### config.mk
export PLATFORM = sky130hd
export DESIGN_NAME = fps_top
export DESIGN_NICKNAME = d
export VERILOG_FILES = /design/src/include/fps_pkg.sv /design/src/fps_sync2.sv /design/src/fps_buf2.sv /design/src/fps_top.sv
export SDC_FILE = /design/constraint.sdc
export NUM_CORES = 1
export LEC_CHECK = 0
export BUFFER_PORTS_ARGS = -buffer_cell sky130_fd_sc_hd__buf_2
export CORE_MARGIN = 8
export CORE_UTILIZATION = 35
export DETAILED_ROUTE_END_ITERATION = 10
export GPL_ROUTABILITY_DRIVEN = 0
export SLEW_MARGIN = 20
export SYNTH_ARGS = -nofsm -noshare
export SYNTH_HDL_FRONTEND = slang
export SYNTH_SLANG_ARGS = --single-unit
export TNS_END_PERCENT = 50
### constraint.sdc
create_clock -name MCLK_I -period 3.8 [get_ports MCLK_I]
set_clock_uncertainty 0.15 [all_clocks]
set_input_delay 0.19 -clock MCLK_I [delete_from_list [all_inputs] [get_ports MCLK_I]]
set_output_delay 0.19 -clock MCLK_I [all_outputs]
set_load 0.02 [all_outputs]
### src/include/fps_pkg.sv
package fps_pkg;

  // Core clock and the link rates it has to serve.
  localparam int unsigned CLK_HZ = 40_000_000;
  localparam int unsigned BPS_MIN = 4800;
  localparam int unsigned BPS_MAX = 76800;
  localparam int unsigned BPS_BOOT = 9600;
  localparam int unsigned SCK_MIN_HZ = 200_000;
  localparam int unsigned SCK_MAX_HZ = 1_000_000;
  // Shortest and longest serial clock half periods in core cycles.
  localparam int unsigned SCK_HALF_MIN_CYC = CLK_HZ / (2 * SCK_MAX_HZ);
  localparam int unsigned SCK_HALF_MAX_CYC = CLK_HZ / (2 * SCK_MIN_HZ);
  // Bit periods of the slowest and fastest rates; faster rates divide the slowest by powers of two.
  localparam int unsigned BIT_CYC_MIN_RATE = CLK_HZ / BPS_MIN;
  localparam int unsigned BIT_CYC_MAX_RATE = CLK_HZ / BPS_MAX;
  localparam logic [3:0] BAUD_SEL_BOOT = 4'h1;
  localparam logic [3:0] BAUD_SEL_MAX = 4'h4;

  // Program-voltage pulse counts that pick the link.
  localparam logic [4:0] PULSE_MAX = 5'h10;
  localparam logic [4:0] PULSE_SYNC = 5'h00;
  localparam logic [4:0] PULSE_SYNC_HS = 5'h03;
  localparam logic [4:0] PULSE_ASYNC = 5'h08;

  // Cycles the strap waits so that the synchroniser holds real pin levels.
  localparam logic [1:0] STRAP_WAIT = 2'h3;

  typedef enum logic [1:0] {LINK_SYNC, LINK_SYNC_HS, LINK_ASYNC, LINK_BAD} fps_link_e;
  typedef enum logic [1:0] {FL_ERASE, FL_BLANK, FL_WRITE, FL_VERIFY} fps_flop_e;

  // Programmer command codes and the two answers.
  localparam logic [7:0] CMD_RESET = 8'h01;
  localparam logic [7:0] CMD_VERIFY = 8'h13;
  localparam logic [7:0] CMD_ERASE = 8'h20;
  localparam logic [7:0] CMD_BLANK = 8'h32;
  localparam logic [7:0] CMD_HSWRITE = 8'h40;
  localparam logic [7:0] CMD_SUCWRITE = 8'h44;
  localparam logic [7:0] CMD_STATUS = 8'h70;
  localparam logic [7:0] CMD_OSC = 8'h90;
  localparam logic [7:0] CMD_ERASE_TIME = 8'h95;
  localparam logic [7:0] CMD_WRITE_TIME = 8'h96;
  localparam logic [7:0] CMD_BAUD = 8'h9a;
  localparam logic [7:0] CMD_SIGNATURE = 8'hc0;
  localparam logic [7:0] RSP_ACK = 8'h06;
  localparam logic [7:0] RSP_NAK = 8'h15;
  // Signature value is arbitrary.
  localparam logic [7:0] SIG_CODE = 8'h5a;

  // Argument byte counts: address of three bytes plus count, or one byte.
  localparam logic [2:0] ARGS_HSWRITE = 3'h4;
  localparam logic [2:0] ARGS_ONE = 3'h1;

  // Status byte field positions.
  localparam int unsigned ST_FAIL = 0;
  localparam int unsigned ST_OVR = 1;
  localparam int unsigned ST_CAL = 2;

  // Work RAM window held back for programming mode; nothing here touches it.
  localparam logic [31:0] WORK_RAM_LO = 32'h03ffe800;
  localparam logic [31:0] WORK_RAM_HI = 32'h03ffefff;

  typedef struct packed {
    fps_flop_e op;
    logic [23:0] addr;
    logic [7:0] data;
  } fps_flreq_s;

  typedef struct packed {
    logic [7:0] osc;
    logic [7:0] erase_time;
    logic [7:0] write_time;
  } fps_cfg_s;

endpackage

### src/fps_sync2.sv
`timescale 1ns/1ps
`default_nettype none

// Two-flop synchroniser for a group of pins; the first stage feeds only the second.
module fps_sync2 #(
  parameter int W = 1
) (
  input wire logic clk_i, // Core clock.
  input wire logic rst_n_i, // Asynchronous reset, active low.
  input wire logic [W-1:0] d_i, // Asynchronous inputs.
  output logic [W-1:0] q_o // Synchronised outputs.
);
  logic [W-1:0] meta_q;

  // Both stages reset to zero so the pins read idle-low until sampled.
  always_ff @(posedge clk_i or negedge rst_n_i) begin
    if (!rst_n_i) begin
      meta_q <= '0;
      q_o <= '0;
    end else begin
      meta_q <= d_i;
      q_o <= meta_q;
    end
  end
endmodule // fps_sync2

`default_nettype wire

### src/fps_buf2.sv
`timescale 1ns/1ps
`default_nettype none

// Small FIFO with valid/ready on both sides; default two entries.
module fps_buf2 #(
  parameter int W = 8,
  parameter int DEPTH = 2
) (
  input wire logic clk_i, // Core clock.
  input wire logic rst_n_i, // Asynchronous reset, active low.
  input wire logic in_valid_i, // Word offered.
  output logic in_ready_o, // Room for a word.
  input wire logic [W-1:0] in_data_i, // Word in.
  output logic out_valid_o, // Word held.
  input wire logic out_ready_i, // Reader takes the word.
  output logic [W-1:0] out_data_o // Oldest word.
);
  localparam int PW = (DEPTH > 1) ? $clog2(DEPTH) : 1;
  localparam int CW = $clog2(DEPTH + 1);
  localparam logic [PW-1:0] PTR_LAST = PW'(DEPTH - 1);
  localparam logic [CW-1:0] CNT_FULL = CW'(DEPTH);

  logic [W-1:0] mem_q [DEPTH];
  logic [PW-1:0] wr_q, rd_q;
  logic [CW-1:0] cnt_q;
  logic push, pop;

  assign in_ready_o = (cnt_q != CNT_FULL);
  assign out_valid_o = (cnt_q != '0);
  assign out_data_o = mem_q[rd_q];
  assign push = in_valid_i && in_ready_o;
  assign pop = out_valid_o && out_ready_i;

  // Storage is written only on an accepted push.
  always_ff @(posedge clk_i) begin
    if (push) begin
      mem_q[wr_q] <= in_data_i;
    end
  end

  // Pointers wrap at the depth, so any depth works, not only powers of two.
  always_ff @(posedge clk_i or negedge rst_n_i) begin
    if (!rst_n_i) begin
      wr_q <= '0;
      rd_q <= '0;
      cnt_q <= '0;
    end else begin
      if (push) begin
        wr_q <= (wr_q == PTR_LAST) ? '0 : PW'(wr_q + 1'b1);
      end
      if (pop) begin
        rd_q <= (rd_q == PTR_LAST) ? '0 : PW'(rd_q + 1'b1);
      end
      if (push && !pop) begin
        cnt_q <= CW'(cnt_q + 1'b1);
      end else if (pop && !push) begin
        cnt_q <= CW'(cnt_q - 1'b1);
      end
    end
  end
endmodule // fps_buf2

`default_nettype wire

### src/fps_top.sv
`timescale 1ns/1ps
`default_nettype none

module fps_top
  import fps_pkg::*;
#(
  parameter int NPORT = 8,
  parameter logic [15:0] BIT_CYC_4800 = 16'(fps_pkg::CLK_HZ / fps_pkg::BPS_MIN)
) (
  input wire logic MCLK_I, // Core clock, 40 MHz.
  input wire logic ARST_N_I, // Reset pin, active low.
  input wire logic VPP_HI_I, // Program voltage present.
  input wire logic SYNC_SERIAL_CLOCK_I, // Clocked link clock from programmer.
  input wire logic SYNC_SERIAL_IN_I, // Clocked link data in.
  input wire logic ASYNC_RX_LINE_I, // Async link data in.
  input wire logic FL_DONE_I, // Flash engine finished a request.
  input wire logic FL_OK_I, // Flash request result good.
  output logic PROG_MODE_O, // Programming mode active.
  output fps_pkg::fps_link_e LINK_MODE_O, // Selected link.
  output logic LINK_LOCKED_O, // Link choice frozen.
  output logic SYNC_SERIAL_OUT_O, // Clocked link data out.
  output logic SYNC_SERIAL_OUT_OE_O, // Drive enable for data out.
  output logic HANDSHAKE_LINE_O, // High when ready for a byte.
  output logic ASYNC_TX_LINE_O, // Async link data out.
  output logic FL_REQ_O, // Flash request pulse.
  output fps_pkg::fps_flreq_s FL_CMD_O, // Flash request contents.
  output fps_pkg::fps_cfg_s CFG_O, // Stored timing settings.
  output logic [NPORT-1:0] PORT_OE_O // Other port drive enables.
);
  import fps_pkg::*;

  typedef enum {ARX_IDLE, ARX_START, ARX_DATA, ARX_STOP} fps_arx_e;
  typedef enum {CI_IDLE, CI_ARG, CI_DATA, CI_WAIT, CI_RESP} fps_ci_e;

  logic vpp_s, sck_s, sin_s, rx_s;
  logic vpp_d_q, sck_d_q, rx_d_q;
  logic [1:0] strap_q;
  logic prog_q, locked_q;
  logic [4:0] pulses_q;
  fps_link_e link_q, link_now;
  logic sck_rise, sck_fall, rx_fall, act;
  logic [7:0] resp_q;
  logic resp_v_q, resp_take, resp_load;
  logic rx_push, rx_ready, byte_v, byte_take, ovr_q;
  logic [7:0] rx_byte, byte_d;
  logic [7:0] srx_sh_q, stx_sh_q;
  logic [2:0] sbit_q;
  logic srx_push, arx_push;
  fps_arx_e arx_q;
  logic [15:0] arx_cnt_q, period_q;
  logic [7:0] arx_sh_q;
  logic [2:0] arx_bit_q;
  logic cal_q, atx_busy_q, baud_pend_q, baud_go_q;
  logic [9:0] atx_sh_q;
  logic [3:0] atx_bit_q, baud_sel_q;
  logic [15:0] atx_cnt_q;
  fps_ci_e ci_q;
  logic [7:0] cmd_q, r1_q, r2_q;
  logic r2v_q, fail_q, fl_req_q;
  logic [23:0] arg_q, waddr_q, vaddr_q;
  logic [31:0] arg_nv;
  logic [2:0] argn_q;
  logic [8:0] len_q;
  fps_flreq_s fl_cmd_q;
  fps_cfg_s cfg_q;

  fps_sync2 #(.W(4)) u_sync (
    .clk_i(MCLK_I),
    .rst_n_i(ARST_N_I),
    .d_i({VPP_HI_I, SYNC_SERIAL_CLOCK_I, SYNC_SERIAL_IN_I, ASYNC_RX_LINE_I}),
    .q_o({vpp_s, sck_s, sin_s, rx_s})
  );

  // Edges come from synchronised levels only; the link clock is just another pin.
  always_ff @(posedge MCLK_I or negedge ARST_N_I) begin
    if (!ARST_N_I) begin
      vpp_d_q <= 1'b0;
      sck_d_q <= 1'b0;
      rx_d_q <= 1'b1;
    end else begin
      vpp_d_q <= vpp_s;
      sck_d_q <= sck_s;
      rx_d_q <= rx_s;
    end
  end
  assign sck_rise = sck_s && !sck_d_q;
  assign sck_fall = !sck_s && sck_d_q;
  assign rx_fall = !rx_s && rx_d_q;

  // The strap is caught after release, once the synchroniser shows the pin; only
  // the reset pin itself can leave the mode again.
  always_ff @(posedge MCLK_I or negedge ARST_N_I) begin
    if (!ARST_N_I) begin
      strap_q <= '0;
      prog_q <= 1'b0;
    end else if (strap_q != STRAP_WAIT) begin
      strap_q <= 2'(strap_q + 1'b1);
      if (2'(strap_q + 1'b1) == STRAP_WAIT) begin
        prog_q <= vpp_s;
      end
    end
  end

  // Pulse count saturates so a runaway programmer cannot wrap back to a legal code.
  always_ff @(posedge MCLK_I or negedge ARST_N_I) begin
    if (!ARST_N_I) begin
      pulses_q <= PULSE_SYNC;
      locked_q <= 1'b0;
      link_q <= LINK_SYNC;
    end else if (prog_q && !locked_q) begin
      if (vpp_s && !vpp_d_q && pulses_q != PULSE_MAX) begin
        pulses_q <= 5'(pulses_q + 1'b1);
      end
      if (sck_rise || sck_fall || rx_fall) begin
        locked_q <= 1'b1;
        link_q <= link_now;
      end
    end
  end

  // Decode is live until lock so the very first link edge is already served.
  always_comb begin
    link_now = link_q;
    if (!locked_q) begin
      unique case (pulses_q)
        PULSE_SYNC: link_now = LINK_SYNC;
        PULSE_SYNC_HS: link_now = LINK_SYNC_HS;
        PULSE_ASYNC: link_now = LINK_ASYNC;
        default: link_now = LINK_BAD;
      endcase
    end
  end
  assign act = prog_q && (link_now != LINK_BAD);

  // Clocked slave: sample on rise, shift out on fall, MSB first.
  always_ff @(posedge MCLK_I or negedge ARST_N_I) begin
    if (!ARST_N_I) begin
      srx_sh_q <= '0;
      stx_sh_q <= 8'hff;
      sbit_q <= '0;
    end else if (act && link_now != LINK_ASYNC) begin
      if (sck_rise) begin
        srx_sh_q <= {srx_sh_q[6:0], sin_s};
        sbit_q <= 3'(sbit_q + 1'b1);
      end else if (sck_fall) begin
        if (sbit_q == '0) begin
          stx_sh_q <= resp_v_q ? resp_q : 8'hff;
        end else begin
          stx_sh_q <= {stx_sh_q[6:0], 1'b1};
        end
      end
    end
  end
  assign srx_push = act && link_now != LINK_ASYNC && sck_rise && sbit_q == 3'h7;

  // Async receiver; the first start bit, that of the reset command, sets the bit time.
  always_ff @(posedge MCLK_I or negedge ARST_N_I) begin
    if (!ARST_N_I) begin
      arx_q <= ARX_IDLE;
      arx_cnt_q <= '0;
      arx_sh_q <= '0;
      arx_bit_q <= '0;
      cal_q <= 1'b0;
      period_q <= BIT_CYC_4800 >> BAUD_SEL_BOOT;
    end else begin
      if (baud_pend_q && !atx_busy_q && !resp_v_q) begin
        period_q <= BIT_CYC_4800 >> baud_sel_q;
      end
      unique case (arx_q)
        ARX_IDLE: begin
          if (act && link_now == LINK_ASYNC && rx_fall) begin
            arx_q <= ARX_START;
            arx_cnt_q <= cal_q ? (period_q >> 1) : 16'h0000;
          end
        end
        ARX_START: begin
          if (!cal_q) begin
            arx_cnt_q <= 16'(arx_cnt_q + 1'b1);
            if (rx_s) begin
              cal_q <= 1'b1;
              period_q <= 16'(arx_cnt_q + 1'b1);
              arx_cnt_q <= 16'(arx_cnt_q + 1'b1) >> 1;
              arx_bit_q <= '0;
              arx_q <= ARX_DATA;
            end
          end else if (arx_cnt_q == '0) begin
            arx_cnt_q <= period_q;
            arx_bit_q <= '0;
            arx_q <= rx_s ? ARX_IDLE : ARX_DATA;
          end else begin
            arx_cnt_q <= 16'(arx_cnt_q - 1'b1);
          end
        end
        ARX_DATA: begin
          if (arx_cnt_q == '0) begin
            arx_sh_q <= {rx_s, arx_sh_q[7:1]};
            arx_bit_q <= 3'(arx_bit_q + 1'b1);
            arx_cnt_q <= period_q;
            if (arx_bit_q == 3'h7) begin
              arx_q <= ARX_STOP;
            end
          end else begin
            arx_cnt_q <= 16'(arx_cnt_q - 1'b1);
          end
        end
        ARX_STOP: begin
          if (arx_cnt_q == '0) begin
            arx_q <= ARX_IDLE;
          end else begin
            arx_cnt_q <= 16'(arx_cnt_q - 1'b1);
          end
        end
      endcase
    end
  end
  // A frame with a low stop bit is dropped as a framing error.
  assign arx_push = arx_q == ARX_STOP && arx_cnt_q == '0 && rx_s;

  // Async transmitter, LSB first, start and stop framed.
  always_ff @(posedge MCLK_I or negedge ARST_N_I) begin
    if (!ARST_N_I) begin
      atx_busy_q <= 1'b0;
      atx_sh_q <= '1;
      atx_bit_q <= '0;
      atx_cnt_q <= '0;
    end else if (!atx_busy_q) begin
      if (resp_v_q && act && link_now == LINK_ASYNC) begin
        atx_busy_q <= 1'b1;
        atx_sh_q <= {1'b1, resp_q, 1'b0};
        atx_bit_q <= '0;
        atx_cnt_q <= period_q;
      end
    end else if (atx_cnt_q == '0) begin
      atx_sh_q <= {1'b1, atx_sh_q[9:1]};
      atx_cnt_q <= period_q;
      atx_bit_q <= 4'(atx_bit_q + 1'b1);
      if (atx_bit_q == 4'h9) begin
        atx_busy_q <= 1'b0;
      end
    end else begin
      atx_cnt_q <= 16'(atx_cnt_q - 1'b1);
    end
  end

  // A pending rate change waits until the ACK that announced it has left.
  always_ff @(posedge MCLK_I or negedge ARST_N_I) begin
    if (!ARST_N_I) begin
      baud_pend_q <= 1'b0;
    end else if (baud_go_q) begin
      baud_pend_q <= 1'b1;
    end else if (!atx_busy_q && !resp_v_q) begin
      baud_pend_q <= 1'b0;
    end
  end

  assign resp_take = resp_v_q && act && ((link_now == LINK_ASYNC) ? !atx_busy_q :
                     (sck_fall && sbit_q == '0));
  assign resp_load = ci_q == CI_RESP && !resp_v_q;

  // Single response slot between the interpreter and whichever link is live.
  always_ff @(posedge MCLK_I or negedge ARST_N_I) begin
    if (!ARST_N_I) begin
      resp_v_q <= 1'b0;
      resp_q <= RSP_NAK;
    end else if (resp_load) begin
      resp_v_q <= 1'b1;
      resp_q <= r1_q;
    end else if (resp_take) begin
      resp_v_q <= 1'b0;
    end
  end

  assign rx_push = srx_push || arx_push;
  assign rx_byte = srx_push ? {srx_sh_q[6:0], sin_s} : arx_sh_q;

  fps_buf2 #(.W(8), .DEPTH(2)) u_rxbuf (
    .clk_i(MCLK_I),
    .rst_n_i(ARST_N_I),
    .in_valid_i(rx_push),
    .in_ready_o(rx_ready),
    .in_data_i(rx_byte),
    .out_valid_o(byte_v),
    .out_ready_i(byte_take),
    .out_data_o(byte_d)
  );

  // Overrun sticks until a reset command; a new overrun in that cycle still wins.
  always_ff @(posedge MCLK_I or negedge ARST_N_I) begin
    if (!ARST_N_I) begin
      ovr_q <= 1'b0;
    end else if (rx_push && !rx_ready) begin
      ovr_q <= 1'b1;
    end else if (byte_take && ci_q == CI_IDLE && byte_d == CMD_RESET) begin
      ovr_q <= 1'b0;
    end
  end

  assign byte_take = byte_v && (ci_q == CI_IDLE || ci_q == CI_ARG || ci_q == CI_DATA);
  assign arg_nv = {arg_q, byte_d};

  // Command interpreter: one command at a time, every one answered.
  always_ff @(posedge MCLK_I or negedge ARST_N_I) begin
    if (!ARST_N_I) begin
      ci_q <= CI_IDLE;
      cmd_q <= '0;
      r1_q <= RSP_NAK;
      r2_q <= '0;
      r2v_q <= 1'b0;
      fail_q <= 1'b0;
      arg_q <= '0;
      argn_q <= '0;
      len_q <= '0;
      waddr_q <= '0;
      vaddr_q <= '0;
      fl_req_q <= 1'b0;
      fl_cmd_q <= '0;
      cfg_q <= '0;
      baud_sel_q <= BAUD_SEL_BOOT;
      baud_go_q <= 1'b0;
    end else begin
      fl_req_q <= 1'b0;
      baud_go_q <= 1'b0;
      unique case (ci_q)
        CI_IDLE: begin
          if (byte_take) begin
            cmd_q <= byte_d;
            r1_q <= RSP_ACK;
            r2v_q <= 1'b0;
            argn_q <= ARGS_ONE;
            ci_q <= CI_ARG;
            unique case (byte_d)
              CMD_RESET: begin
                fail_q <= 1'b0;
                vaddr_q <= '0;
                ci_q <= CI_RESP;
              end
              CMD_ERASE, CMD_BLANK: begin
                fl_cmd_q.op <= (byte_d == CMD_ERASE) ? FL_ERASE : FL_BLANK;
                fl_req_q <= 1'b1;
                ci_q <= CI_WAIT;
              end
              CMD_HSWRITE: argn_q <= ARGS_HSWRITE;
              CMD_SUCWRITE, CMD_VERIFY, CMD_OSC, CMD_ERASE_TIME, CMD_WRITE_TIME,
              CMD_BAUD: argn_q <= ARGS_ONE;
              CMD_STATUS: begin
                r2_q <= {5'h00, cal_q, ovr_q, fail_q};
                r2v_q <= 1'b1;
                ci_q <= CI_RESP;
              end
              CMD_SIGNATURE: begin
                r2_q <= SIG_CODE;
                r2v_q <= 1'b1;
                ci_q <= CI_RESP;
              end
              default: begin
                r1_q <= RSP_NAK;
                ci_q <= CI_RESP;
              end
            endcase
          end
        end
        CI_ARG: begin
          if (byte_take) begin
            arg_q <= arg_nv[23:0];
            argn_q <= 3'(argn_q - 1'b1);
            if (argn_q == ARGS_ONE) begin
              len_q <= {arg_nv[7:0] == 8'h00, arg_nv[7:0]};
              fail_q <= 1'b0;
              ci_q <= CI_DATA;
              unique case (cmd_q)
                CMD_HSWRITE: waddr_q <= arg_nv[31:8];
                CMD_OSC: begin
                  cfg_q.osc <= arg_nv[7:0];
                  ci_q <= CI_RESP;
                end
                CMD_ERASE_TIME: begin
                  cfg_q.erase_time <= arg_nv[7:0];
                  ci_q <= CI_RESP;
                end
                CMD_WRITE_TIME: begin
                  cfg_q.write_time <= arg_nv[7:0];
                  ci_q <= CI_RESP;
                end
                CMD_BAUD: begin
                  if (arg_nv[7:0] <= {4'h0, BAUD_SEL_MAX}) begin
                    baud_sel_q <= arg_nv[3:0];
                    baud_go_q <= 1'b1;
                  end else begin
                    r1_q <= RSP_NAK;
                  end
                  ci_q <= CI_RESP;
                end
                default: ci_q <= CI_DATA;
              endcase
            end
          end
        end
        CI_DATA: begin
          if (byte_take) begin
            fl_cmd_q.op <= (cmd_q == CMD_VERIFY) ? FL_VERIFY : FL_WRITE;
            fl_cmd_q.addr <= (cmd_q == CMD_VERIFY) ? vaddr_q : waddr_q;
            fl_cmd_q.data <= byte_d;
            fl_req_q <= 1'b1;
            ci_q <= CI_WAIT;
          end
        end
        CI_WAIT: begin
          if (FL_DONE_I) begin
            if (cmd_q == CMD_ERASE || cmd_q == CMD_BLANK) begin
              r1_q <= FL_OK_I ? RSP_ACK : RSP_NAK;
              fail_q <= !FL_OK_I;
              ci_q <= CI_RESP;
            end else begin
              if (cmd_q == CMD_VERIFY) begin
                vaddr_q <= 24'(vaddr_q + 1'b1);
              end else begin
                waddr_q <= 24'(waddr_q + 1'b1);
              end
              fail_q <= fail_q || !FL_OK_I;
              len_q <= 9'(len_q - 1'b1);
              r1_q <= (fail_q || !FL_OK_I) ? RSP_NAK : RSP_ACK;
              ci_q <= (len_q == 9'h001) ? CI_RESP : CI_DATA;
            end
          end
        end
        CI_RESP: begin
          if (!resp_v_q) begin
            r1_q <= r2_q;
            r2v_q <= 1'b0;
            ci_q <= r2v_q ? CI_RESP : CI_IDLE;
          end
        end
      endcase
    end
  end

  // Pin outputs are registered; other ports never drive in this mode.
  always_ff @(posedge MCLK_I or negedge ARST_N_I) begin
    if (!ARST_N_I) begin
      SYNC_SERIAL_OUT_OE_O <= 1'b0;
      HANDSHAKE_LINE_O <= 1'b0;
      ASYNC_TX_LINE_O <= 1'b1;
      PORT_OE_O <= '0;
    end else begin
      SYNC_SERIAL_OUT_OE_O <= act && link_now != LINK_ASYNC;
      HANDSHAKE_LINE_O <= act && link_now == LINK_SYNC_HS && rx_ready;
      ASYNC_TX_LINE_O <= atx_busy_q ? atx_sh_q[0] : 1'b1;
      PORT_OE_O <= '0;
    end
  end

  assign SYNC_SERIAL_OUT_O = stx_sh_q[7];
  assign PROG_MODE_O = prog_q;
  assign LINK_MODE_O = link_q;
  assign LINK_LOCKED_O = locked_q;
  assign FL_REQ_O = fl_req_q;
  assign FL_CMD_O = fl_cmd_q;
  assign CFG_O = cfg_q;
endmodule // fps_top

`default_nettype wire

==> results.ini <==
[outcome]
status = completed

[worst_setup_path]
worstPathRequired_ps = 3840
ff2ff_setup_slack_ps = 490
crit_path_start_kind = flip-flop
crit_chain = inv_1, ha_1, nor4b_4, buf_4, nand2_1, nor2_1, a41oi_1, nor2b_1, nor2b_1
timing.setup.critical_path_class = reg2reg
worst_r2r_endpoint = u_rxbuf.mem_q[0][6]$_DFFE_PP_
worstPathArrival_ps = 3350
ff2ff_path_depth = 9
timing.critical_path.max_delay_family = simple AND/OR/NAND/NOR gates
worst_r2r_startpoint = arx_cnt_q[0]$_DFFE_PN0P_
worstSetupEndpointType = flip-flop
cpMaxStageDelayCell = sky130_fd_sc_hd__nor2b_1
top_fanout_value_on_the_critical_path = 8
worst-path-buf-inv = 2
crit_path_max_incr_delay_ps = 620
crit_top_cell = sky130_fd_sc_hd__nor2b_1

[cts]
htree_levels = 2
clock_path_buffers = 3
number_of_clock_buffers_inserted_by_tritoncts = 38
clk-insertion-delay-late_ps = 560
clk_root_buffer_cell = sky130_fd_sc_hd__clkbuf_16
tritoncts = done
clkSinkCount = 317
clk_pin_slew_worst_paths_ps = 60
cts_post_setup_buffers_inserted = 0

[timing]
rsz0062_at_grt = false
fin_ws_ps = 491
setup_viol_count_final = 0
final.min_clock_period_ps = 3310
final.setup.tns_ps = 0
hold-worst-slack_ps = 103
maxClockFrequency_mhz = 302
fin_crit_sh_pct = 87.1
hold_viol = 0
max_slew_margin_pct = 35.2
slew_viol_final = 0
worst-slew-pin-transition_ps = 958

[flow_run]
max_cap_viol_count = 0

[final_layout]
area_delta_synth_final_pct = 14.7
post-route-util_pct = 40.5
filler_free_cell_count_of_the_finished_design = 2466
final_layout_size_suffix_gt1_share_pct = 16.8
antenna_cells_inserted = 0
finalInstanceArea_um2 = 19200
multi_input_combinational_cell_area_um2 = 8040
register_area_um2 = 8050
nets = 1857
fillerInstances = 4643

[min_path]
worst_hold_start = FL_DONE_I
holdPathStages = 5
timing.hold.worst.class = in2reg
worst_hold_path.endpoint = ci_q[1]$_DFFE_PN0P_

[floorplan]
placementRows = 80
die_y_um = 235
fp.dieArea_um2 = 55100
design.portCount = 83
core_area_um2 = 47400
initial_core_util_pct = 35.3
fp.dieW_um = 235

[yosys]
yosysWarningCount = 0
syn_inst = 1762
post_synth_edffs = 16
synth_fa_ha_area_share_pct = 2.09
syn-mean-instance-area_um2 = 9.50
synth.lib_cells_used.distinct = 98
ys_async_sr_fraction_pct = 95.0
synth_simple_gate_area_share_pct = 18.1
synth.area.mux_share_pct = 6.90
synth_compound_area_share_pct = 18.0
dominantRegCellSynth = sky130_fd_sc_hd__dfrtp_1
synth_top_family_by_area = simple AND/OR/NAND/NOR gates
synth-seq-area-share_pct = 48.1
synth.ff_latch_count = 317
synth_xor_area_share_pct = 2.56
syn_area_um2 = 16700

[placement]
placement.cell_area_um2 = 17800
numPlacedInstances = 2390
dp_worst_slack_ps = 439
placed_wire_length_estimate_after_detailed_placement_um = 31100
port-buffer-count = 74

[detailed_routing]
first_pass_iters = 6
vias_per_std_cell = 5.49
finalWirelength_um = 44500
post-route-drc-count = 0
number_of_drc_violations_after_detailed_routing_iteration_0 = 1237
route.detailed.wl_per_inst_um = 18.0
routed-via-count = 13531
route.antenna.remaining_nets = 0

[power]
design_power_total_mw = 12.9
p_per_area_nw_per_um2 = 673
ir_drop_v = 0.000342
leakagePower_nw = 8.13

[global_routing]
initial_antenna_violation_count = 0
grt_first_pass_wirelength_um = 72700
maximum_number_of_pins_on_one_net_before_global_route_repair = 105
grt_total_usage_pct = 15.8
grt-ovfl-total = 0
first_global_vias = 13370

[synthesized netlist by cell type (6+ instances only)]
cell type | count | area share [%]
sky130_fd_sc_hd__dfrtp_1 | 271 | 40
sky130_fd_sc_hd__nand2_1 | 202 | 4.5
sky130_fd_sc_hd__o21ai_0 | 193 | 5.8
sky130_fd_sc_hd__nor2_1 | 137 | 3.1
sky130_fd_sc_hd__a21oi_1 | 114 | 3.4
sky130_fd_sc_hd__clkbuf_1 | 74 | 1.7
sky130_fd_sc_hd__mux2_2 | 55 | 3.7
sky130_fd_sc_hd__inv_1 | 52 | 1.2
sky130_fd_sc_hd__mux2i_1 | 48 | 2.9
sky130_fd_sc_hd__nor3_1 | 48 | 1.4
sky130_fd_sc_hd__nand3_1 | 38 | 1.1
sky130_fd_sc_hd__dfstp_2 | 30 | 4.7
sky130_fd_sc_hd__ha_1 | 28 | 2.1
sky130_fd_sc_hd__nand4_1 | 27 | 1.0
sky130_fd_sc_hd__xnor2_1 | 25 | 1.3
sky130_fd_sc_hd__xor2_1 | 24 | 1.3
sky130_fd_sc_hd__buf_2 | 22 | 0.66
sky130_fd_sc_hd__o22ai_1 | 20 | 0.75
sky130_fd_sc_hd__and3_1 | 18 | 0.67
sky130_fd_sc_hd__nor4_1 | 18 | 0.67
sky130_fd_sc_hd__or3_1 | 18 | 0.67
sky130_fd_sc_hd__a211oi_1 | 17 | 0.76
sky130_fd_sc_hd__a31oi_1 | 16 | 0.60
sky130_fd_sc_hd__edfxtp_1 | 16 | 2.9
sky130_fd_sc_hd__nand2b_1 | 16 | 0.60
sky130_fd_sc_hd__and2_1 | 14 | 0.52
sky130_fd_sc_hd__nor2b_1 | 14 | 0.52
sky130_fd_sc_hd__o211ai_1 | 12 | 0.54
sky130_fd_sc_hd__o31ai_1 | 10 | 0.45
sky130_fd_sc_hd__a21o_1 | 8 | 0.36
sky130_fd_sc_hd__a221o_1 | 8 | 0.48
sky130_fd_sc_hd__buf_4 | 8 | 0.36
sky130_fd_sc_hd__nor3b_1 | 8 | 0.36
sky130_fd_sc_hd__or2_2 | 8 | 0.30
sky130_fd_sc_hd__a22oi_1 | 7 | 0.31
sky130_fd_sc_hd__a2bb2oi_1 | 7 | 0.37
sky130_fd_sc_hd__a31o_2 | 7 | 0.37
sky130_fd_sc_hd__a221oi_1 | 6 | 0.31
sky130_fd_sc_hd__nand3b_1 | 6 | 0.27
[layout make-up]
type | instances | area share (%)
Inverter | 52 | 1.02
Tap cell | 615 | 4.00
Multi-Input combinational cell | 1289 | 41.9
Clock buffer | 48 | 5.46
Timing Repair Buffer | 123 | 4.10
Clock inverter | 22 | 1.67
Sequential cell | 317 | 41.9
[power breakdown]
part | total (mW) | switching, mW | internal (mW)
Sequential | 5.08 | 0.902 | 4.18
Combinational | 3.94 | 2.38 | 1.56
Clock | 3.92 | 1.53 | 2.39
[worst register-to-register path: stages (launching register included)]
cell and delay [ps]:
sky130_fd_sc_hd__dfrtp_1 460, sky130_fd_sc_hd__inv_1 130, sky130_fd_sc_hd__ha_1 270, sky130_fd_sc_hd__nor4b_4 250, sky130_fd_sc_hd__buf_4 200, sky130_fd_sc_hd__nand2_1 90
sky130_fd_sc_hd__nor2_1 280, sky130_fd_sc_hd__a41oi_1 210, sky130_fd_sc_hd__nor2b_1 300, sky130_fd_sc_hd__nor2b_1 620
[how the worst max path moves through the flow]
stage                                  start                            end  slack (ps)  depth (start not counted)
floorplan           arx_cnt_q[0]$_DFFE_PN0P_  u_rxbuf.mem_q[0][0]$_DFFE_PP_         950                          9
global placement    arx_cnt_q[0]$_DFFE_PN0P_  u_rxbuf.mem_q[0][2]$_DFFE_PP_         660                          9
detailed placement  arx_cnt_q[0]$_DFFE_PN0P_  u_rxbuf.mem_q[0][2]$_DFFE_PP_         440                          9
CTS                 arx_cnt_q[0]$_DFFE_PN0P_  u_rxbuf.mem_q[0][4]$_DFFE_PP_         430                          9
global route        arx_cnt_q[0]$_DFFE_PN0P_  u_rxbuf.mem_q[0][3]$_DFFE_PP_         200                          9
finish              arx_cnt_q[0]$_DFFE_PN0P_  u_rxbuf.mem_q[0][6]$_DFFE_PP_         490                          9
[cells in the final DEF (no fill, tap or decap), types with 17 or more instances in the layout]
master,n
sky130_fd_sc_hd__a211oi_1,17
sky130_fd_sc_hd__ha_1,28
sky130_fd_sc_hd__o21ai_0,191
sky130_fd_sc_hd__nor2_1,136
sky130_fd_sc_hd__buf_4,41
sky130_fd_sc_hd__inv_1,52
sky130_fd_sc_hd__xor2_1,24
sky130_fd_sc_hd__o22ai_1,20
sky130_fd_sc_hd__nand2_1,202
sky130_fd_sc_hd__xnor2_1,25
sky130_fd_sc_hd__nor4_1,18
sky130_fd_sc_hd__a21oi_1,114
sky130_fd_sc_hd__and3_1,18
sky130_fd_sc_hd__buf_2,73
sky130_fd_sc_hd__nand3_1,38
sky130_fd_sc_hd__nor3_1,47
sky130_fd_sc_hd__mux2_2,55
sky130_fd_sc_hd__mux2i_1,48
sky130_fd_sc_hd__dfstp_2,30
sky130_fd_sc_hd__nand4_1,27
sky130_fd_sc_hd__dfrtp_1,271
sky130_fd_sc_hd__clkbuf_16,38
sky130_fd_sc_hd__or3_1,18
[cells by family after synthesis]
group / after synthesis
simple gates: 613
compound gates: 484
flops: 317
buf+inv: 163
mux: 107
xor+xnor: 49
fa+ha+maj: 28
other cells: 1
[per-layer routing]
| layer | wire length, um | part of all wire, % | up-vias | GRT usage, % |
|---|---|---|---|---|
| met3 | 2870 | 6.4 | 93 | 3.55 |
| met2 | 19800 | 44 | 435 | 24.4 |
| met5 | 0 | 0 | - | 0 |
| met1 | 20400 | 46 | 6542 | 21.4 |
| met4 | 1460 | 3.3 | 0 | 5.91 |
| li1 | - | - | 6461 | - |
[registers in the layout, summed over array words and instances (netlist names), 9 cells and up, named ones only]
name,flops
CFG_O,24
FL_CMD_O,34
arg_q,24
arx_cnt_q,16
atx_cnt_q,16
atx_sh_q,9
len_q,9
period_q,16
u_rxbuf.mem_q,16
vaddr_q,24
waddr_q,24
[what timing repair did]
action                                 in CTS  in global routing
resized for setup                           0                  0
endpoints found under the hold margin     101                  0
hold buffers                                6                  0
(Power assumes the default switching activity.)
